**src/logic/imbl_defines.svh**
```systemverilog
// Functional notes
// - one enable bit per source; set passes that source to the interrupt, clear blocks it
// - every enable bit is zero after reset, so no interrupt until software enables
// - link-loss enable bit 0 and streaming-gap enable bit 2 are writable everywhere
// - crc-error bit 1 and hot-reset bit 3 writable only as endpoint, else zero
// - completion-status enable field 7:5 writable only as root port, else zero
// - config-access timeout enable bit 8 writable only as root port, else zero
// - error-message enables bits 9, 10, 11 writable only as root port, else zero
// - intx enable bit 16 and msi enable bit 17 writable only as root port
// - inbound-slave error enables bits 20 to 25 are read-write
// - outbound-master error enables bits 26 to 28 are read-write
// - location bits 2:0 hold the function number, always zero, read-only
// - location bits 7:3 report the assigned device number, read-only
// - location bits 15:8 report the assigned bus number, read-only
// - location bits 23:16 hold a writable port number shown to link capabilities
// - interrupt rises only for a pending flag whose enable bit is also set
// - writing one clears a pending flag; error-message flags need an empty queue
`ifndef IMBL_DEFINES_SVH
`define IMBL_DEFINES_SVH

// ---------------------------------------------
// register map
// ---------------------------------------------
`define IMBL_OFS_PEND   12'h138
`define IMBL_OFS_MASK   12'h13C
`define IMBL_OFS_LOC    12'h140
`define IMBL_DATA_W     32

// ---------------------------------------------
// implemented bits per configuration
// ---------------------------------------------
`define IMBL_M_ANY      32'h1FF0_0005
`define IMBL_M_EP       32'h0000_000A
`define IMBL_M_RP       32'h0003_0FE0
`define IMBL_M_ERRMSG   32'h0000_0E00

// ---------------------------------------------
// reset values and fixed fields
// ---------------------------------------------
`define IMBL_RST_WORD   32'h0000_0000
`define IMBL_RST_PORT   8'h00
`define IMBL_FN_NUM     3'h0

// ---------------------------------------------
// bus encodings
// ---------------------------------------------
`define IMBL_HTRANS_NSQ 2'h2
`define IMBL_HRESP_OKAY 1'h0

`endif

```
**src/logic/imbl_pkg.sv**
```systemverilog
`default_nettype none
package imbl_pkg;

   // ---------------------------------------------
   // configuration and bus state
   // ---------------------------------------------
   typedef enum logic [0:0] {
      IMBL_CFG_EP = 1'h0,
      IMBL_CFG_RP = 1'h1
   } imbl_cfg_t;

   typedef enum logic [1:0] {
      IMBL_ST_IDLE = 2'h0,
      IMBL_ST_WR   = 2'h1,
      IMBL_ST_RD   = 2'h3
   } imbl_state_t;

   // ---------------------------------------------
   // carriers
   // ---------------------------------------------
   typedef struct packed {
      logic [11:0] addr;
      logic        ok;
   } imbl_aph_t;

   typedef struct packed {
      logic [7:0] rsvd;
      logic [7:0] port;
      logic [7:0] bus;
      logic [4:0] dev;
      logic [2:0] fn;
   } imbl_loc_t;

endpackage
`default_nettype wire

```
**src/logic/imbl_pend_flags.sv**
```systemverilog
`default_nettype none
`include "imbl_defines.svh"
module imbl_pend_flags
   import imbl_pkg::*;
#(
   parameter int          W    = 32,
   parameter logic [W-1:0] IMPL = '1
) (
   input  wire logic         clk,
   input  wire logic         sys_rst,
   input  wire logic [W-1:0] evt,
   input  wire logic [W-1:0] clr,
   input  wire logic [W-1:0] hold,
   output var  logic [W-1:0] pend_d,
   output var  logic [W-1:0] pend_q
);

   // ---------------------------------------------
   // elaboration checks
   // ---------------------------------------------
   if (W < 1) begin : g_bad_w
      $error("imbl_pend_flags: W must be at least one");
   end

   // ---------------------------------------------
   // one sticky flag per source
   // ---------------------------------------------
   for (genvar i = 0; i < W; i++) begin : g_flag
      // set wins over a clear in the same cycle
      always_comb begin
         pend_d[i] = IMPL[i] & (evt[i] | (pend_q[i] & ~(clr[i] & ~hold[i])));
      end

      always_ff @(posedge clk) begin
         if (sys_rst) begin
            pend_q[i] <= 1'b0;
         end else begin
            pend_q[i] <= pend_d[i];
         end
      end
   end

endmodule
`default_nettype wire

```
**src/logic/imbl_top.sv**
```systemverilog
// Implementation choice: the AHB-Lite interface to the registers.
`default_nettype none
`include "imbl_defines.svh"
module imbl_top
   import imbl_pkg::*;
#(
   parameter imbl_cfg_t CFG  = IMBL_CFG_EP,
   parameter int        NSRC = 32
) (
   input  wire logic        clk,
   input  wire logic        sys_rst,
   input  wire logic        hsel,
   input  wire logic [31:0] haddr,
   input  wire logic [1:0]  htrans,
   input  wire logic        hwrite,
   input  wire logic [2:0]  hsize,
   input  wire logic [31:0] hwdata,
   input  wire logic        hready,
   output var  logic        hreadyout,
   output var  logic [31:0] hrdata,
   output var  logic        hresp,
   input  wire logic [31:0] evt_in,
   input  wire logic        err_queue_empty,
   input  wire logic [4:0]  assigned_dev_num,
   input  wire logic [7:0]  assigned_bus_num,
   output var  logic [7:0]  link_port_num,
   output var  logic        irq
);

   // ---------------------------------------------
   // elaboration checks
   // ---------------------------------------------
   if (NSRC != `IMBL_DATA_W) begin : g_bad_nsrc
      $error("imbl_top: NSRC must equal the 32-bit register width");
   end

   // ---------------------------------------------
   // writable bits for this configuration
   // ---------------------------------------------
   localparam logic [31:0] M_CFG   = (CFG == IMBL_CFG_EP) ? `IMBL_M_EP : `IMBL_M_RP;
   localparam logic [31:0] MASK_WR = `IMBL_M_ANY | M_CFG;

   // ---------------------------------------------
   // declarations
   // ---------------------------------------------
   imbl_state_t st_d;
   imbl_state_t st_q;
   imbl_aph_t   aph_d;
   imbl_aph_t   aph_q;
   logic        take;
   logic        wr_pend;
   logic        wr_mask;
   logic        wr_loc;
   logic [31:0] mask_d;
   logic [31:0] mask_q;
   logic [7:0]  port_d;
   logic [7:0]  port_q;
   logic [31:0] clr;
   logic [31:0] hold;
   logic [31:0] pend_d;
   logic [31:0] pend_q;
   imbl_loc_t   loc_d;
   logic [31:0] rdata_d;
   logic [31:0] rdata_q;
   logic        irq_d;
   logic        irq_q;

   // ---------------------------------------------
   // bus slave: address phase
   // ---------------------------------------------
   // zero wait states, so hready never stalls and every response is okay
   assign hreadyout = 1'b1;
   assign hresp     = `IMBL_HRESP_OKAY;

   always_comb begin
      take  = hsel & (htrans == `IMBL_HTRANS_NSQ) & hready;
      st_d  = IMBL_ST_IDLE;
      aph_d = aph_q;
      if (take) begin
         st_d       = hwrite ? IMBL_ST_WR : IMBL_ST_RD;
         aph_d.addr = haddr[11:0];
         aph_d.ok   = (haddr[31:12] == 20'h0_0000) & (haddr[1:0] == 2'h0);
      end
   end

   always_ff @(posedge clk) begin
      if (sys_rst) begin
         st_q  <= IMBL_ST_IDLE;
         aph_q <= '0;
      end else begin
         st_q  <= st_d;
         aph_q <= aph_d;
      end
   end

   // ---------------------------------------------
   // bus slave: write decode in the data phase
   // ---------------------------------------------
   always_comb begin
      wr_pend = 1'b0;
      wr_mask = 1'b0;
      wr_loc  = 1'b0;
      if (st_q != IMBL_ST_WR || !aph_q.ok) begin
         wr_pend = 1'b0;
      end else if (aph_q.addr == `IMBL_OFS_PEND) begin
         wr_pend = 1'b1;
      end else if (aph_q.addr == `IMBL_OFS_MASK) begin
         wr_mask = 1'b1;
      end else if (aph_q.addr == `IMBL_OFS_LOC) begin
         wr_loc = 1'b1;
      end
   end

   // ---------------------------------------------
   // enable mask and port number
   // ---------------------------------------------
   always_comb begin
      mask_d = mask_q;
      port_d = port_q;
      if (wr_mask) begin
         mask_d = hwdata & MASK_WR;
      end
      if (wr_loc) begin
         port_d = hwdata[23:16];
      end
   end

   always_ff @(posedge clk) begin
      if (sys_rst) begin
         mask_q <= `IMBL_RST_WORD;
         port_q <= `IMBL_RST_PORT;
      end else begin
         mask_q <= mask_d;
         port_q <= port_d;
      end
   end

   assign link_port_num = port_q;

   // ---------------------------------------------
   // pending event flags
   // ---------------------------------------------
   // error-message flags stay until the error queue has been drained
   always_comb begin
      clr  = wr_pend ? hwdata : `IMBL_RST_WORD;
      hold = err_queue_empty ? `IMBL_RST_WORD : `IMBL_M_ERRMSG;
   end

   imbl_pend_flags #(
      .W    (32),
      .IMPL (MASK_WR)
   ) u_pend (
      .clk     (clk),
      .sys_rst (sys_rst),
      .evt     (evt_in),
      .clr     (clr),
      .hold    (hold),
      .pend_d  (pend_d),
      .pend_q  (pend_q)
   );

   // ---------------------------------------------
   // location word
   // ---------------------------------------------
   always_comb begin
      loc_d      = '0;
      loc_d.fn   = `IMBL_FN_NUM;
      loc_d.dev  = assigned_dev_num;
      loc_d.bus  = assigned_bus_num;
      loc_d.port = port_d;
   end

   // ---------------------------------------------
   // read data
   // ---------------------------------------------
   // next-state values are read so a write right before a read is seen
   always_comb begin
      rdata_d = `IMBL_RST_WORD;
      if (!take || hwrite || haddr[31:12] != 20'h0_0000 || haddr[1:0] != 2'h0) begin
         rdata_d = `IMBL_RST_WORD;
      end else if (haddr[11:0] == `IMBL_OFS_PEND) begin
         rdata_d = pend_d;
      end else if (haddr[11:0] == `IMBL_OFS_MASK) begin
         rdata_d = mask_d;
      end else if (haddr[11:0] == `IMBL_OFS_LOC) begin
         rdata_d = loc_d;
      end
   end

   always_ff @(posedge clk) begin
      if (sys_rst) begin
         rdata_q <= `IMBL_RST_WORD;
      end else begin
         rdata_q <= rdata_d;
      end
   end

   assign hrdata = rdata_q;

   // ---------------------------------------------
   // interrupt line
   // ---------------------------------------------
   // one register stage keeps the pin glitch free at a cost of one cycle
   always_comb begin
      irq_d = |(pend_q & mask_q);
   end

   always_ff @(posedge clk) begin
      if (sys_rst) begin
         irq_q <= 1'b0;
      end else begin
         irq_q <= irq_d;
      end
   end

   assign irq = irq_q;

   logic rd_mask_dp;
   logic rd_loc_dp;
   logic rd_pend_dp;
   assign rd_mask_dp = (st_q == IMBL_ST_RD) & aph_q.ok & (aph_q.addr == `IMBL_OFS_MASK);
   assign rd_loc_dp  = (st_q == IMBL_ST_RD) & aph_q.ok & (aph_q.addr == `IMBL_OFS_LOC);
   assign rd_pend_dp = (st_q == IMBL_ST_RD) & aph_q.ok & (aph_q.addr == `IMBL_OFS_PEND);
endmodule
`default_nettype wire

```
**config.mk**
```make
export PLATFORM = sky130hd
export DESIGN_NAME = imbl_top
export DESIGN_NICKNAME = d
export VERILOG_FILES = /design/src/logic/imbl_pkg.sv /design/src/logic/imbl_pend_flags.sv /design/src/logic/imbl_top.sv
export VERILOG_INCLUDE_DIRS = /design/src /design/src/logic
export SDC_FILE = /design/constraint.sdc
export NUM_CORES = 1
export LEC_CHECK = 0
export ABC_AREA = 1
export BUFFER_PORTS_ARGS = -buffer_cell sky130_fd_sc_hd__buf_2
export CAP_MARGIN = 40
export CORE_MARGIN = 1
export CORE_UTILIZATION = 45
export DETAILED_ROUTE_END_ITERATION = 7
export GPL_ROUTABILITY_DRIVEN = 1
export HOLD_SLACK_MARGIN = 0.06
export PLACE_DENSITY = 0.85
export SLEW_MARGIN = 20
export SYNTH_ARGS = -nofsm -noshare
export SYNTH_HDL_FRONTEND = slang
export SYNTH_SLANG_ARGS = --single-unit
export TNS_END_PERCENT = 20
```
**constraint.sdc**
```tcl
create_clock -name clk -period 3.3 [get_ports clk]
set_clock_uncertainty 0.15 [all_clocks]
set_input_delay 0.66 -clock clk [delete_from_list [all_inputs] [get_ports clk]]
set_output_delay 0.66 -clock clk [all_outputs]
set_load 0.02 [all_outputs]
```
==> results.yml <==
global_routing:
  global_route_wire_length_before_repair_mm: 14.8
  grt_util_all_layers_pct: 21.0
  first_global_vias: 3522
  grt_remaining_overflow: 0
  grt-busiest-layer: "met2"
  antenna_found_initial: 0
  groute.layer.met3.usage_pct: 4.90
  grt.met1_usage_pct: 24.0
  grt_max_degree: 59
  gr-usage-met2_pct: 36.8
finish:
  antenna_cells: 0
  nNetsFinal: 773
  layout-area-overhead-vs-synth_pct: 21.8
  layout.cells.most_common: "sky130_fd_sc_hd__buf_2"
  fillerInstances: 765
  postLayoutCellArea_mm2: 0.00485
  most-common-layout-cells: "sky130_fd_sc_hd__buf_2, sky130_fd_sc_hd__nand2_1, sky130_fd_sc_hd__dfxtp_1, sky130_fd_sc_hd__nor2_1, sky130_fd_sc_hd__inv_1"
  share_of_final_layout_standard_cells_stronger_than_drive_strength_1_pct: 25.6
clock_tree:
  clock_sinks: 101
  root_buffer: "sky130_fd_sc_hd__clkbuf_8"
  tritoncts: "done"
  clock_tree.htree_level_count: 3
  clock_insertion_delay_worst_skew_ps: 350
  post_cts.resized_instances: 0
  number_of_buffers_inserted_to_repair_setup_after_cts: 0
  cts_inserted_buffers: 9
  cts-root-to-sink-buffers: 2
  cts-hold-fix-buffers: 0
  clk_transition_reported_paths_ps: 90
floorplanning:
  chipHeight_um: 96.1
  start_util_pct: 47.5
  die_x_um: 96.1
  fp.dieArea_mm2: 0.00923
  rows: 33
  floorplan.core_area_mm2: 0.00838
  io-pin-count: 163
critical_path:
  crit_required_ps: 3430
  critPathSlowestCell: "sky130_fd_sc_hd__nand3_4"
  most_prevalent_standard_cell_on_the_critical_path: "sky130_fd_sc_hd__nor2_1"
  critical_path_peak_fanout: 28
  timing.critical_path.slowest_cell_delay_ps: 430
  path_class: "input port to flop"
  cp_endpoint_kind: "flop"
  critical_path.cell_chain: "buf_2, inv_1, nand2_1, nor2_2, nand3_1, nor2_2, nand3_4, nor2_1, nor2_1, nor2_1"
  worst_ep_arrival_time_ps: 2300
  critical_path.startpoint_type: "input port"
  buffers_and_inverters_on_the_worst_path: 2
  critical_path.top_delay_family: "simple AND/OR/NAND/NOR gates"
timing:
  setup_ws_ps: 1140
  timing.slew.headroom_pct: 59.9
  tightestPinTransition_ps: 601
  setup-violations-final: 0
  layout_min_cycle_time_ps: 2160
  setup_repair_after_global_routing_missed_its_margin: "no"
  hold_viol: 0
  maxClockFrequency_mhz: 462
  timing.setup.tns_ps: 0
  timing_max_transition_violations_final: 0
  final_min_period_over_clock_period_pct: 65.6
  hold-worst-slack_ps: 298
place:
  postPlaceCellArea_mm2: 0.00465
  pre_cts_slack_ps: 799
  post-dp-hpwl_mm: 6.78
  gp_routability_congestion: 0.856
  port-buffer-count: 122
synthesis:
  postSynthRegisterBits: 101
  yosys.area_share.adder_pct: 0
  synth_top_family_by_area: "simple AND/OR/NAND/NOR gates"
  synthDistinctLibCells: 28
  synth_compound_area_share_pct: 13.2
  post_synth_instance_area_mm2: 0.00398
  synthSimpleGateAreaFrac_pct: 27.1
  syn-instance-count: 534
  synth.avg_cell_area_um2: 7.46
  ys_warn_count: 0
  synth_xor_xnor_area_share_pct: 0
  synthesis.nets: 654
  synth.yosys.seq_area_share_pct: 50.8
  synthMuxAreaShare_pct: 0
power:
  power-per-cell-area_mw_per_mm2: 441
  p_leak_uw: 0.00232
  pwr-share-seq_pct: 58.2
  power_frac_clock_pct: 36.0
  power_switching_uw: 478
  sw_frac_of_total_pct: 22.4
  p_comb_share_pct: 5.8
  peakVddDrop_mv: 0.213
  power.internal_uw: 1660
  design_power_total_uw: 2140
min_path:
  timing.hold.worst.class: "flop to flop"
flow_run:
  max_cap_violations: 0
routing:
  wire_per_inst_um: 11.9
  drc_marker_count_from_the_first_detailed_route_iteration: 129
  drt_drc_violations_left: 0
  vias: 3744
  route.detailed.vias_per_inst: 4.91
  tritonroute_pass_1_iters: 4
  drt.antenna.violating_nets: 0
  detail_route.wirelength_mm: 9.04
run_status:
  run_status: "finished clean"
==> area by class of cell <==
type | instances | area (µm²) | area share (%)
clock buffers | 10 | 138 | 2.84
clock inverters | 5 | 60.1 | 1.24
inverters | 65 | 244 | 5.03
multi-input cells | 350 | 1610 | 33.3
flip-flops and latches | 101 | 2020 | 41.7
well taps | 105 | 131 | 2.71
repair buffers | 126 | 641 | 13.2
==> registers in the layout, indices dropped and copies added, names as in the netlist <==
register / cells
u_pend.pend_q: 13
st_q: 2
aph_q: 13
link_port_num: 8
mask_q: 32
irq: 1
hrdata: 32
==> metrics by stage <==
stage          cells  utilization [%]
2_1_floorplan    534                -
3_3_place_gp     747             55.5
3_5_place_dp     747             55.5
4_1_cts          762             57.9
5_1_grt          762             57.9
6_report         762             57.9
==> power by group through the flow <==
stage | sequential (µW) | combinational, µW | clock [µW]
after floorplan | 1270 | 62.3 | 0
after global placement | 1270 | 118 | 0
after detailed placement | 1270 | 124 | 0
after CTS | 1240 | 124 | 794
after global routing | 1250 | 142 | 840
final | 1240 | 124 | 769
==> path summary, 6_finish.rpt <==
kind	start	end	slack (ps)	cells past startpoint
hold reg to reg	mask_q[5]	mask_q[5]	300	2
hold / removal	mask_q[5]	mask_q[5]	300	2
setup reg to reg	aph_q[4]	hrdata[2]	1320	7
setup / recovery	haddr[9]	hrdata[3]	1140	10
==> layer usage <==
layer	vias to the layer above	routed length, µm
met4	0	190
met5	-	0
met2	127	4500
li1	1925	-
met1	1671	3700
met3	21	650
==> synth_stat cells (all sizes together) <==
cell type / count / area [µm²]
inv: 64 / 240
a31oi: 1 / 6.26
clkinv: 1 / 3.75
clkbuf: 9 / 33.8
conb: 2 / 7.51
dfxtp: 101 / 2020
nor3: 8 / 66.3
nand2: 117 / 444
o22ai: 4 / 25.0
nand3: 17 / 103
nor2: 101 / 404
nand4: 10 / 62.6
buf: 9 / 68.8
o21ai: 49 / 283
a221oi: 2 / 17.5
a21oi: 39 / 195
==> worst reg2reg max path: cells and delay by family (launching register included) <==
kind / cells / cell delay [ps]
DFF: 1 / 380
AOI/OAI and AO/OA: 2 / 390
and+or+nand+nor: 5 / 920
==> kinds of logic after synthesis <==
logic type / count (synthesis)
flip-flops: 101
other: 2
AO/OA/AOI/OAI: 95
buffers and inverters: 83
AND/OR/NAND/NOR: 253
Power figures use the tool's default switching activity.
